File: src/rtl/spm_pkg.sv
/*
 * Shared constants and carriers for the servo pulse and monitor configuration block.
 * Assumes a single 25 MHz clock and an APB master with 32-bit data.
 */
package spm_pkg;

   // ********************************************************
   // Register byte offsets
   // ********************************************************
   localparam logic [11:0] OFS_MON_ONE = 12'h000;
   localparam logic [11:0] OFS_MON_TWO = 12'h004;
   localparam logic [11:0] OFS_PULSE_FMT = 12'h008;
   localparam logic [11:0] OFS_PULSE_NUM = 12'h00C;
   localparam logic [11:0] OFS_PULSE_DEN = 12'h010;
   localparam logic [11:0] OFS_SENSOR_DIV = 12'h014;
   localparam logic [11:0] OFS_SPEED_SCALE = 12'h018;
   localparam logic [11:0] OFS_CURRENT_SCALE = 12'h01C;
   localparam logic [11:0] OFS_INPUT_OFFSET = 12'h020;
   localparam logic [11:0] OFS_CONTROL = 12'h024;
   localparam logic [11:0] OFS_POSITION = 12'h028;

   // ********************************************************
   // Reset values
   // ********************************************************
   localparam logic [15:0] RST_MON_ONE = 16'h202A;
   localparam logic [15:0] RST_MON_TWO = 16'h2029;
   localparam logic [7:0] RST_PULSE_FMT = 8'h00;
   localparam logic [31:0] RST_PULSE_NUM = 32'h0000_0800;
   localparam logic [15:0] RST_PULSE_DEN = 16'h0001;
   localparam logic [15:0] RST_SENSOR_DIV = 16'h0000;
   localparam logic [15:0] RST_SPEED_SCALE = 16'h1770;
   localparam logic [15:0] RST_CURRENT_SCALE = 16'h0708;

   // ********************************************************
   // Field positions
   // ********************************************************
   localparam int MON_ID_MSB = 11;
   localparam int MON_GAIN_LSB = 12;
   localparam int FMT_MODE_MSB = 1;
   localparam int FMT_POLARITY_INVERT_BIT = 7;
   localparam int CTL_CMD_PULSE_BIT = 0;
   localparam int CTL_SENSOR_LSB = 4;
   localparam int CTL_OFFSET_ADJ_BIT = 8;

   // ********************************************************
   // Encodings and limits
   // ********************************************************
   localparam logic [1:0] MODE_FWD_REV = 2'h0;
   localparam logic [1:0] MODE_PULSE_DIR = 2'h1;
   localparam logic [16:0] MON_MIDSCALE = 17'h0_8000;
   localparam logic [15:0] MON_CODE_MAX = 16'hFFFF;
   localparam logic [14:0] SENSE_BASE_1X = 15'h2000;
   localparam logic [14:0] SENSE_BASE_2X = 15'h1000;
   localparam logic [14:0] SENSE_N_MAX_RESOLVER = 15'h0800;
   localparam logic [14:0] SENSE_N_MAX_ENCODER = 15'h2000;
   localparam int ANALOG_FULL_SCALE_SHIFT = 15;
   localparam logic [15:0] OFFSET_MAX = 16'h7FFF;

   typedef enum logic [1:0] {
      SENSOR_RESOLVER_1X,
      SENSOR_RESOLVER_2X,
      SENSOR_INC_REDUCED,
      SENSOR_ENC_17BIT
   } spm_sensor_type;

   typedef struct packed {
      logic psel;
      logic penable;
      logic pwrite;
      logic [11:0] paddr;
      logic [31:0] pwdata;
   } spm_apb_req_type;

endpackage

File: src/rtl/spm_top.sv
/*
 * Servo pulse and monitor configuration block: APB register file, two analog monitor
 * channels, command pulse decoder with n/m scaling, sensor output divider and analog
 * command scaling.
 * Assumes all pin inputs are synchronous to clk and the monitored values are supplied
 * by the drive core for the identifier this block presents.
 */
// The APB slave port and the register addresses were left to the implementer.
`timescale 1ns/1ps

// ********************************************************
// Monitor channel
// ********************************************************
module spm_monitor_ch (
   // Clock and reset
   input wire logic clk,
   input wire logic nrst,
   // Setting and value
   input wire logic [15:0] select,
   input wire logic [31:0] value,
   // Results
   output logic [11:0] param_id,
   output logic [15:0] code
);
   logic signed [15:0] low_value;
   logic [3:0] gain;
   logic signed [47:0] scaled;
   logic signed [47:0] summed;
   logic [15:0] next_code;

   assign gain = select[15:spm_pkg::MON_GAIN_LSB];
   assign low_value = $signed(value[15:0]);
   assign scaled = 48'(signed'(low_value)) <<< gain;
   // Full scale of the converter is 5 V over 65536 codes, so 2.5 V per 32768 counts.
   assign summed = scaled + 48'(signed'({1'b0, spm_pkg::MON_MIDSCALE}));
   // Saturation keeps a large gain from folding a peak onto the opposite rail.
   assign next_code = (summed < 48'sh0) ? 16'h0000 :
                      (summed > 48'(spm_pkg::MON_CODE_MAX)) ? spm_pkg::MON_CODE_MAX :
                      summed[15:0];

   always_ff @(posedge clk) begin
      if (!nrst) begin
         param_id <= 12'h000;
         code <= spm_pkg::MON_MIDSCALE[15:0];
      end else begin
         param_id <= select[spm_pkg::MON_ID_MSB:0];
         code <= next_code;
      end
   end
endmodule

// Functional notes
// - A monitor selection word carries the parameter identifier in its low 12 bits and the gain exponent in its high 4 bits.
// - Each monitor output sits at 2.5 V midscale plus the value times two to the gain, at 2.5 V per 32768 counts.
// - The monitored value is 16 bits and only the low half of a 32-bit parameter is shown.
// - Pulse mode 00 decodes separate forward and reverse lines and mode 01 decodes pulse plus direction.
// - When the polarity invert bit is set the command pulse inputs are inverted before decoding.
// - Command pulses are scaled to position by numerator over denominator, the denominator being 1 to 255.
// - The pulse scaling acts only while the command source selects pulse input.
// - With a one-marker resolver the sensor output is the input divided by N/8192, N from 1 to 2048.
// - With a two-marker resolver the sensor output is the input divided by N/4096, N from 1 to 2048.
// - With a reduced-wiring encoder the sensor output is divided by N/8192, N from 1 to 8192, default 8192.
// - With a 17-bit encoder the sensor output is synthesised at 1 to 8192 counts per turn.
// - A full-scale 10 V speed command equals the speed scale in rpm, 0 to 10000.
// - A full-scale 10 V current command equals the current scale in 0.01 Arms, 0 to 2400.
// - The analog offset, 0 to 32767, is set by the device during offset adjustment and is read-only.
module spm_top (
   // Clock and reset
   input wire logic clk,
   input wire logic nrst,
   // APB slave
   input wire spm_pkg::spm_apb_req_type apb_req,
   output logic [31:0] prdata,
   output logic pready,
   output logic pslverr,
   // Monitor value lookup
   input wire logic [31:0] mon_one_value,
   input wire logic [31:0] mon_two_value,
   output logic [11:0] mon_one_id,
   output logic [11:0] mon_two_id,
   // Monitor converter codes
   output logic [15:0] mon_one_code,
   output logic [15:0] mon_two_code,
   // Command pulse inputs
   input wire logic cmd_pulse_a,
   input wire logic cmd_pulse_b,
   // Scaled command position
   output logic [31:0] cmd_position,
   // Sensor quadrature in and divided out
   input wire logic sensor_a,
   input wire logic sensor_b,
   input wire logic sensor_z,
   output logic sense_out_a,
   output logic sense_out_b,
   output logic sense_out_z,
   // Analog commands
   input wire logic signed [15:0] analog_in,
   output logic signed [15:0] speed_cmd_rpm,
   output logic signed [15:0] current_cmd
);
   // ********************************************************
   // Register file
   // ********************************************************
   logic [15:0] monitor_one_select;
   logic [15:0] monitor_two_select;
   logic [7:0] pulse_input_format;
   logic [31:0] pulse_scale_numerator;
   logic [15:0] pulse_scale_denominator;
   logic [15:0] sensor_output_divider;
   logic [15:0] analog_speed_scale;
   logic [15:0] analog_current_scale;
   logic [15:0] analog_input_offset;
   logic cmd_source_pulse;
   spm_pkg::spm_sensor_type sensor_kind;
   logic offset_adjust;

   wire setup = apb_req.psel && !apb_req.penable;
   wire wr_en = apb_req.psel && apb_req.penable && apb_req.pwrite;
   wire [11:0] addr = apb_req.paddr;
   wire [31:0] wd = apb_req.pwdata;
   wire hit_mon_one = addr == spm_pkg::OFS_MON_ONE;
   wire hit_mon_two = addr == spm_pkg::OFS_MON_TWO;
   wire hit_fmt = addr == spm_pkg::OFS_PULSE_FMT;
   wire hit_num = addr == spm_pkg::OFS_PULSE_NUM;
   wire hit_den = addr == spm_pkg::OFS_PULSE_DEN;
   wire hit_div = addr == spm_pkg::OFS_SENSOR_DIV;
   wire hit_speed = addr == spm_pkg::OFS_SPEED_SCALE;
   wire hit_current = addr == spm_pkg::OFS_CURRENT_SCALE;
   wire hit_offset = addr == spm_pkg::OFS_INPUT_OFFSET;
   wire hit_ctl = addr == spm_pkg::OFS_CONTROL;
   wire hit_pos = addr == spm_pkg::OFS_POSITION;
   wire hit_any = hit_mon_one | hit_mon_two | hit_fmt | hit_num | hit_den | hit_div |
                  hit_speed | hit_current | hit_offset | hit_ctl | hit_pos;
   wire [31:0] ctl_word = {23'h0, offset_adjust, 2'h0, sensor_kind, 3'h0, cmd_source_pulse};
   wire [31:0] next_prdata =
      hit_mon_one ? {16'h0, monitor_one_select} :
      hit_mon_two ? {16'h0, monitor_two_select} :
      hit_fmt ? {24'h0, pulse_input_format} :
      hit_num ? pulse_scale_numerator :
      hit_den ? {16'h0, pulse_scale_denominator} :
      hit_div ? {16'h0, sensor_output_divider} :
      hit_speed ? {16'h0, analog_speed_scale} :
      hit_current ? {16'h0, analog_current_scale} :
      hit_offset ? {16'h0, analog_input_offset} :
      hit_ctl ? ctl_word :
      hit_pos ? cmd_position : 32'h0000_0000;

   // Every access completes in its first access cycle; read data is staged at setup.
   always_ff @(posedge clk) begin
      if (!nrst) begin
         prdata <= 32'h0000_0000;
         pready <= 1'b0;
         pslverr <= 1'b0;
      end else begin
         pready <= setup;
         pslverr <= setup && !hit_any;
         if (setup) begin
            prdata <= apb_req.pwrite ? 32'h0000_0000 : next_prdata;
         end
      end
   end

   wire wr_take = wr_en && pready;

   always_ff @(posedge clk) begin
      if (!nrst) begin
         monitor_one_select <= spm_pkg::RST_MON_ONE;
         monitor_two_select <= spm_pkg::RST_MON_TWO;
         pulse_input_format <= spm_pkg::RST_PULSE_FMT;
         pulse_scale_numerator <= spm_pkg::RST_PULSE_NUM;
         pulse_scale_denominator <= spm_pkg::RST_PULSE_DEN;
         sensor_output_divider <= spm_pkg::RST_SENSOR_DIV;
         analog_speed_scale <= spm_pkg::RST_SPEED_SCALE;
         analog_current_scale <= spm_pkg::RST_CURRENT_SCALE;
         cmd_source_pulse <= 1'b0;
         sensor_kind <= spm_pkg::SENSOR_RESOLVER_1X;
      end else if (wr_take) begin
         if (hit_mon_one) monitor_one_select <= wd[15:0];
         if (hit_mon_two) monitor_two_select <= wd[15:0];
         if (hit_fmt) pulse_input_format <= wd[7:0];
         if (hit_num) pulse_scale_numerator <= wd;
         if (hit_den) pulse_scale_denominator <= wd[15:0];
         if (hit_div) sensor_output_divider <= wd[15:0];
         if (hit_speed) analog_speed_scale <= wd[15:0];
         if (hit_current) analog_current_scale <= wd[15:0];
         if (hit_ctl) begin
            cmd_source_pulse <= wd[spm_pkg::CTL_CMD_PULSE_BIT];
            sensor_kind <= spm_pkg::spm_sensor_type'(wd[spm_pkg::CTL_SENSOR_LSB +: 2]);
         end
      end
   end

   // ********************************************************
   // Analog monitors
   // ********************************************************
   spm_monitor_ch u_mon_one (
      .clk(clk),
      .nrst(nrst),
      .select(monitor_one_select),
      .value(mon_one_value),
      .param_id(mon_one_id),
      .code(mon_one_code)
   );

   spm_monitor_ch u_mon_two (
      .clk(clk),
      .nrst(nrst),
      .select(monitor_two_select),
      .value(mon_two_value),
      .param_id(mon_two_id),
      .code(mon_two_code)
   );

   // ********************************************************
   // Command pulse decoder and n/m scaling
   // ********************************************************
   logic pa_prev;
   logic pb_prev;
   logic signed [47:0] residue;
   wire invert = pulse_input_format[spm_pkg::FMT_POLARITY_INVERT_BIT];
   wire [1:0] pmode = pulse_input_format[spm_pkg::FMT_MODE_MSB:0];
   wire pa = cmd_pulse_a ^ invert;
   wire pb = cmd_pulse_b ^ invert;
   wire pa_rise = pa && !pa_prev;
   wire pb_rise = pb && !pb_prev;
   wire step_fwd = (pmode == spm_pkg::MODE_FWD_REV) ? (pa_rise && !pb_rise) :
                   (pmode == spm_pkg::MODE_PULSE_DIR) ? (pa_rise && pb) : 1'b0;
   wire step_rev = (pmode == spm_pkg::MODE_FWD_REV) ? (pb_rise && !pa_rise) :
                   (pmode == spm_pkg::MODE_PULSE_DIR) ? (pa_rise && !pb) : 1'b0;
   // A zero denominator would stall the stepper, so it acts as one.
   wire [7:0] den8 = (pulse_scale_denominator[7:0] == 8'h00) ? 8'h01 : pulse_scale_denominator[7:0];
   wire signed [47:0] den = 48'(den8);
   wire signed [47:0] den_hi = den <<< 16;
   wire signed [47:0] den_mid = den <<< 8;
   wire signed [47:0] num = 48'(pulse_scale_numerator);
   wire signed [47:0] add_in = !cmd_source_pulse ? 48'sh0 :
                                step_fwd ? num : step_rev ? -num : 48'sh0;
   // Each cycle drains the largest of three chunks that the residue covers, so high ratios
   // still track fast pulse trains without a divider.
   wire signed [47:0] take = (residue >= den_hi) ? den_hi : (residue <= -den_hi) ? -den_hi :
                             (residue >= den_mid) ? den_mid : (residue <= -den_mid) ? -den_mid :
                             (residue >= den) ? den : (residue <= -den) ? -den : 48'sh0;
   wire signed [31:0] pos_step = (take == den_hi) ? 32'sh0001_0000 : (take == -den_hi) ? -32'sh0001_0000 :
                                 (take == den_mid) ? 32'sh0000_0100 : (take == -den_mid) ? -32'sh0000_0100 :
                                 (take == den) ? 32'sh0000_0001 : (take == -den) ? -32'sh0000_0001 : 32'sh0;
   wire signed [47:0] next_residue = residue - take + add_in;
   wire [31:0] next_position = cmd_position + 32'(pos_step);

   always_ff @(posedge clk) begin
      if (!nrst) begin
         pa_prev <= 1'b0;
         pb_prev <= 1'b0;
         residue <= 48'sh0;
         cmd_position <= 32'h0000_0000;
      end else begin
         pa_prev <= pa;
         pb_prev <= pb;
         residue <= next_residue;
         cmd_position <= next_position;
      end
   end

   // ********************************************************
   // Sensor output frequency division
   // ********************************************************
   logic sa_prev;
   logic sb_prev;
   logic signed [15:0] sense_acc;
   logic [1:0] out_phase;
   wire [1:0] in_prev = {sa_prev, sa_prev ^ sb_prev};
   wire [1:0] in_now = {sensor_a, sensor_a ^ sensor_b};
   wire cnt_up = in_now == in_prev + 2'h1;
   wire cnt_dn = in_now == in_prev - 2'h1;
   wire is_resolver = (sensor_kind == spm_pkg::SENSOR_RESOLVER_1X) ||
                      (sensor_kind == spm_pkg::SENSOR_RESOLVER_2X);
   wire [14:0] n_max = is_resolver ? spm_pkg::SENSE_N_MAX_RESOLVER : spm_pkg::SENSE_N_MAX_ENCODER;
   wire [14:0] base = (sensor_kind == spm_pkg::SENSOR_RESOLVER_2X) ? spm_pkg::SENSE_BASE_2X :
                      spm_pkg::SENSE_BASE_1X;
   // A zero setting selects the type's own default, which is its maximum N.
   wire [14:0] n_raw = sensor_output_divider[14:0];
   wire [14:0] n_eff = (n_raw == 15'h0 || sensor_output_divider[15] || n_raw > n_max) ? n_max : n_raw;
   wire signed [15:0] acc_add = sense_acc + (cnt_up ? 16'(n_eff) : cnt_dn ? -16'(n_eff) : 16'sh0);
   // The base is compared as a signed quantity, otherwise a negative sum would read as a huge count.
   wire signed [15:0] base_s = 16'(base);
   wire out_up = acc_add >= base_s;
   wire out_dn = acc_add <= -base_s;
   wire signed [15:0] next_acc = out_up ? acc_add - 16'(base) : out_dn ? acc_add + 16'(base) : acc_add;
   wire [1:0] next_phase = out_up ? out_phase + 2'h1 : out_dn ? out_phase - 2'h1 : out_phase;

   always_ff @(posedge clk) begin
      if (!nrst) begin
         sa_prev <= 1'b0;
         sb_prev <= 1'b0;
         sense_acc <= 16'sh0;
         out_phase <= 2'h0;
         sense_out_a <= 1'b0;
         sense_out_b <= 1'b0;
         sense_out_z <= 1'b0;
      end else begin
         sa_prev <= sensor_a;
         sb_prev <= sensor_b;
         sense_acc <= next_acc;
         out_phase <= next_phase;
         sense_out_a <= next_phase[1];
         sense_out_b <= next_phase[1] ^ next_phase[0];
         sense_out_z <= sensor_z;
      end
   end

   // ********************************************************
   // Analog command scaling and offset adjustment
   // ********************************************************
   wire signed [16:0] corrected = 17'(analog_in) - 17'(signed'({1'b0, analog_input_offset}));
   wire signed [15:0] sat_in = (corrected > 17'sh07FFF) ? 16'sh7FFF :
                               (corrected < -17'sh08000) ? -16'sh8000 : corrected[15:0];
   wire signed [32:0] speed_prod = 33'(sat_in) * 33'(signed'({1'b0, analog_speed_scale}));
   wire signed [32:0] current_prod = 33'(sat_in) * 33'(signed'({1'b0, analog_current_scale}));
   wire signed [32:0] speed_q = speed_prod >>> spm_pkg::ANALOG_FULL_SCALE_SHIFT;
   wire signed [32:0] current_q = current_prod >>> spm_pkg::ANALOG_FULL_SCALE_SHIFT;
   wire adj_req = wr_take && hit_ctl && wd[spm_pkg::CTL_OFFSET_ADJ_BIT];
   wire [15:0] offset_cap = analog_in[15] ? 16'h0000 : (16'(analog_in) & spm_pkg::OFFSET_MAX);

   always_ff @(posedge clk) begin
      if (!nrst) begin
         offset_adjust <= 1'b0;
         analog_input_offset <= 16'h0000;
         speed_cmd_rpm <= 16'sh0;
         current_cmd <= 16'sh0;
      end else begin
         offset_adjust <= adj_req;
         // The capture happens one cycle after the request, with the input at rest.
         if (offset_adjust) analog_input_offset <= offset_cap;
         speed_cmd_rpm <= speed_q[15:0];
         current_cmd <= current_q[15:0];
      end
   end
endmodule

File: config.mk
export PLATFORM = sky130hd
export DESIGN_NAME = spm_top
export DESIGN_NICKNAME = d
export VERILOG_FILES = /design/src/rtl/spm_pkg.sv /design/src/rtl/spm_top.sv
export SDC_FILE = /design/constraint.sdc
export NUM_CORES = 2
export LEC_CHECK = 0
export BUFFER_PORTS_ARGS = -buffer_cell sky130_fd_sc_hd__buf_2
export CORE_MARGIN = 5
export CORE_UTILIZATION = 41
export CTS_BUF_LIST = sky130_fd_sc_hd__clkbuf_4 sky130_fd_sc_hd__clkbuf_8
export DETAILED_ROUTE_END_ITERATION = 10
export MAX_ROUTING_LAYER = met4
export SLEW_MARGIN = 20
export SYNTH_ARGS = -nofsm -noshare
export SYNTH_HDL_FRONTEND = slang
export SYNTH_SLANG_ARGS = --single-unit
File: constraint.sdc
create_clock -name clk -period 10.2 [get_ports clk]
set_input_delay 1.02 -clock clk [delete_from_list [all_inputs] [get_ports clk]]
set_output_delay 1.02 -clock clk [all_outputs]
set_load 0.03 [all_outputs]
==> key figures <==
Placed design
  – Setup WS pre-CTS: -71.5 ps
  – RD Place Congestion: 0.982
  – DP Wirelength: 106,000 um
  – Port Buf Inserts: approximately 260

Timing
  – Slew margin rel.: 23.0%
  – Final Setup Violations: 0
  – Post-layout min period: 9540 ps
  – Final Skew: about 84 ps
  – Tcrit/Tclk final: slightly above 90%
  – Final Hold Vio Count: 0
  – RSZ-0062 raised after global routing: no
  – Final worst slack: 657 ps
  – Slew Viols, Final: 0
  – Max Fclk: 105 MHz
  – Slew @ Worst Pin: ~1200 ps
  – Hold slack: 458 ps

Critical path
  – Slowest-stage cell, CP: or4_1
  – CP startpoint kind: flop
  – Critical Path Sink Type: flop
  – Critical path arrival: 10,110 ps
  – Largest stage delay, worst path: between 600 and 700 ps
  – Worst setup path class: flop to flop
  – CP required: 10,760 ps
  – CP Max Fanout: 9
  – Most used cell, CP: fa_1

Synthesis
  – EDFF count, synth: 0
  – Distinct cells, synth: 102
  – Cell Area, Synth: 42,900 um2
  – Syn Area/Cell: 8.22 um2
  – Register area share after synthesis: 17.8%
  – Mapped Cells: 5,218
  – Dominant synthesized flop cell: dfxtp_1
  – Asr flop ratio synth: 0%
  – Yosys reg bits: ~380
  – Ys Warns: 0

Clock tree
  – CTS tree: yes
  – Reg clk slew, reported paths: 50 ps
  – Clk root buf: clkbuf_8
  – Worst-Skew Late Latency: 770 ps
  – H-tree levels: 3
  – # clock sinks: 381
  – Num CTS Buffers: 78
  – Longest Clk Path Bufs: 3

Route
  – Avg WL per Cell: a little under 20 um
  – Via count: 37,600
  – Detailed Route Iter0 Violations: between 2,000 and 3,000
  – DRT Wirelength: roughly 140,000 um
  – DR DRC count: 0
  – Initial DRT Pass Iterations: 8
  – Final ANT Viol Nets: 0
  – Via density: about 5.4

Pwr
  – Static Leak: 0.0229 uW
  – Clock power share: between 15 and 20%
  – Total power: 11,900 uW
  – Cell Int Power: between 6000 and 7000 uW
  – Part of the power in registers: between 15 and 20%
  – Cell Pwr Density: 248 nW/um2
  – Comb power frac: 68.7%
  – Sw power: around 5700 uW
  – Peak supply drop: ~0.46 mV
  – Sw Share: 48.0%

Cells and area
  – NumNets Final: 6,462
  – Syn-to-layout area delta: 11.9%
  – Final Util: 46.2%
  – Share of post-route cells with drive strength above 1: between 10% and 20%

Status
  – Status: finished, final reports clean

Die
  – DIE AREA: roughly 110,000 um2
  – Ports: 291
  – Chip Height: 333 um
  – Core region area: roughly 100,000 um2
  – Initial Util: 41.3%
  – Die Wd: 333 um
  – FP Rows: 118

Global route
  – Overflow after GRT: 0
  – Largest net degree at the start of global routing: roughly 120
  – Initial antenna violation count: 8
  – Vias in the first global route: 36,800
  – First-pass GRT wire length: 212,000 um
  – Gr usage total: 24.7%

Run
  – Max-cap violation count: 0

Hold path
  – Min-delay worst type: flop to flop
-- area by class of cell --
| class | instances | area (um2) |
|---|---|---|
| clock inverter | 20 | 289 |
| clock buffer | 113 | 1440 |
| tap | 1380 | 1730 |
| inverter | 712 | 2680 |
| timing repair buffer | 404 | 2490 |
| antenna | 6 | 15.0 |
| sequential | 381 | 7630 |
| multi-input combinational | 3884 | 31700 |
| fill | 10300 | 55800 |
-- power groups by stage --
stage	Combinational [uW]	Sequential [uW]	Clock [uW]
6_report	8170	1910	1810
5_1_grt	9360	1920	1920
4_1_cts	8230	1910	1850
3_5_place_dp	8170	1940	0
3_3_place_gp	8080	1940	0
2_1_floorplan	5930	2010	0
-- cells by family (layout without fill, tap and decap cells) --
family          count (synthesis)  after routing  synth area share [%]
compound gates                970            970                  14.6
flops                         381            381                  17.8
xor+xnor                      170            170                  3.47
simple gates                 1768           1768                  19.4
buf+inv                       967           1249                  8.65
fa+ha+maj                     867            867                  33.0
mux                            94             94                  3.11
other cells                     1             21               0.00874
-- path summary, 6_finish.rpt --
kind,start,cells after the start,slack [ps],to
hold / removal,pulse_scale_denominator[10],2,460,pulse_scale_denominator[10]
setup reg to reg,analog_input_offset[8],32,660,current_cmd[13]
setup / recovery,analog_input_offset[8],32,660,current_cmd[13]
hold reg to reg,pulse_scale_denominator[10],2,460,pulse_scale_denominator[10]
-- synthesized netlist by cell type, types with 90 or more instances --
cell type    n  area [um2]
clkbuf_1   208         781
o21ai_0    154         771
dfxtp_1    381        7630
inv_1      710        2670
nor2_1     387        1450
xnor2_1    108         946
and2_1     201        1260
a21o_1      90         676
a21oi_1    344        1720
ha_1       429        5370
fa_1       438        8770
nand2_1    692        2600
-- through the flow --
stage	std cells	setup TNS (ps)	instance area [um2]
after floorplan	5232	0	43000
after global placement	6757	0	46200
after detailed placement	6757	-130	46200
after CTS	6890	0	47900
after global routing	6899	0	48000
final	6900	0	48000
-- sequential cells by signal, summed over array words and instances (netlist names), 32 cells and up --
signal and count:
cmd_position 32, pulse_scale_numerator 32, residue 48, prdata 32
-- repair_timing --
| action | in CTS | in global routing |
|---|---|---|
| buffers inserted | 0 | 4 |
| hold endpoints to repair | 0 | 0 |
| resized for setup | 0 | 1 |
| setup endpoints to repair | 0 | 7 |
| hold buffers | 0 | 0 |
-- critical path, delay by kind of cell, from the launching register on --
family	cells	cell delay [ps]
flops	1	540
buf+inv	7	890
xor+xnor	1	170
fa+ha+maj	8	3650
compound gates	9	2690
simple gates	7	1380
-- cell usage in the layout, fill, tap and decap left out, types with 62 or more instances in the layout --
cell type  count
inv_1        709
nand2_1      692
fa_1         438
ha_1         429
nor2_1       381
dfxtp_1      381
a21oi_1      343
buf_2        257
and2_1       201
o21ai_0      152
buf_4        139
xnor2_1      108
clkbuf_8      95
a21o_1        90
nor2b_1       87
nor3_1        75
nand2b_1      71
nand3_1       70
xor2_1        62
-- per-layer routing --
layer / up-vias / part of all wire [%] / track usage, %
met4: 0 / 3.7 / 8.63
li1: 17700 / - / -
met1: 18300 / 43 / 32.0
met2: 1331 / 46 / 39.3
met5: - / 0 / -
met3: 254 / 7.7 / 4.44
(Power assumes the default switching activity.)
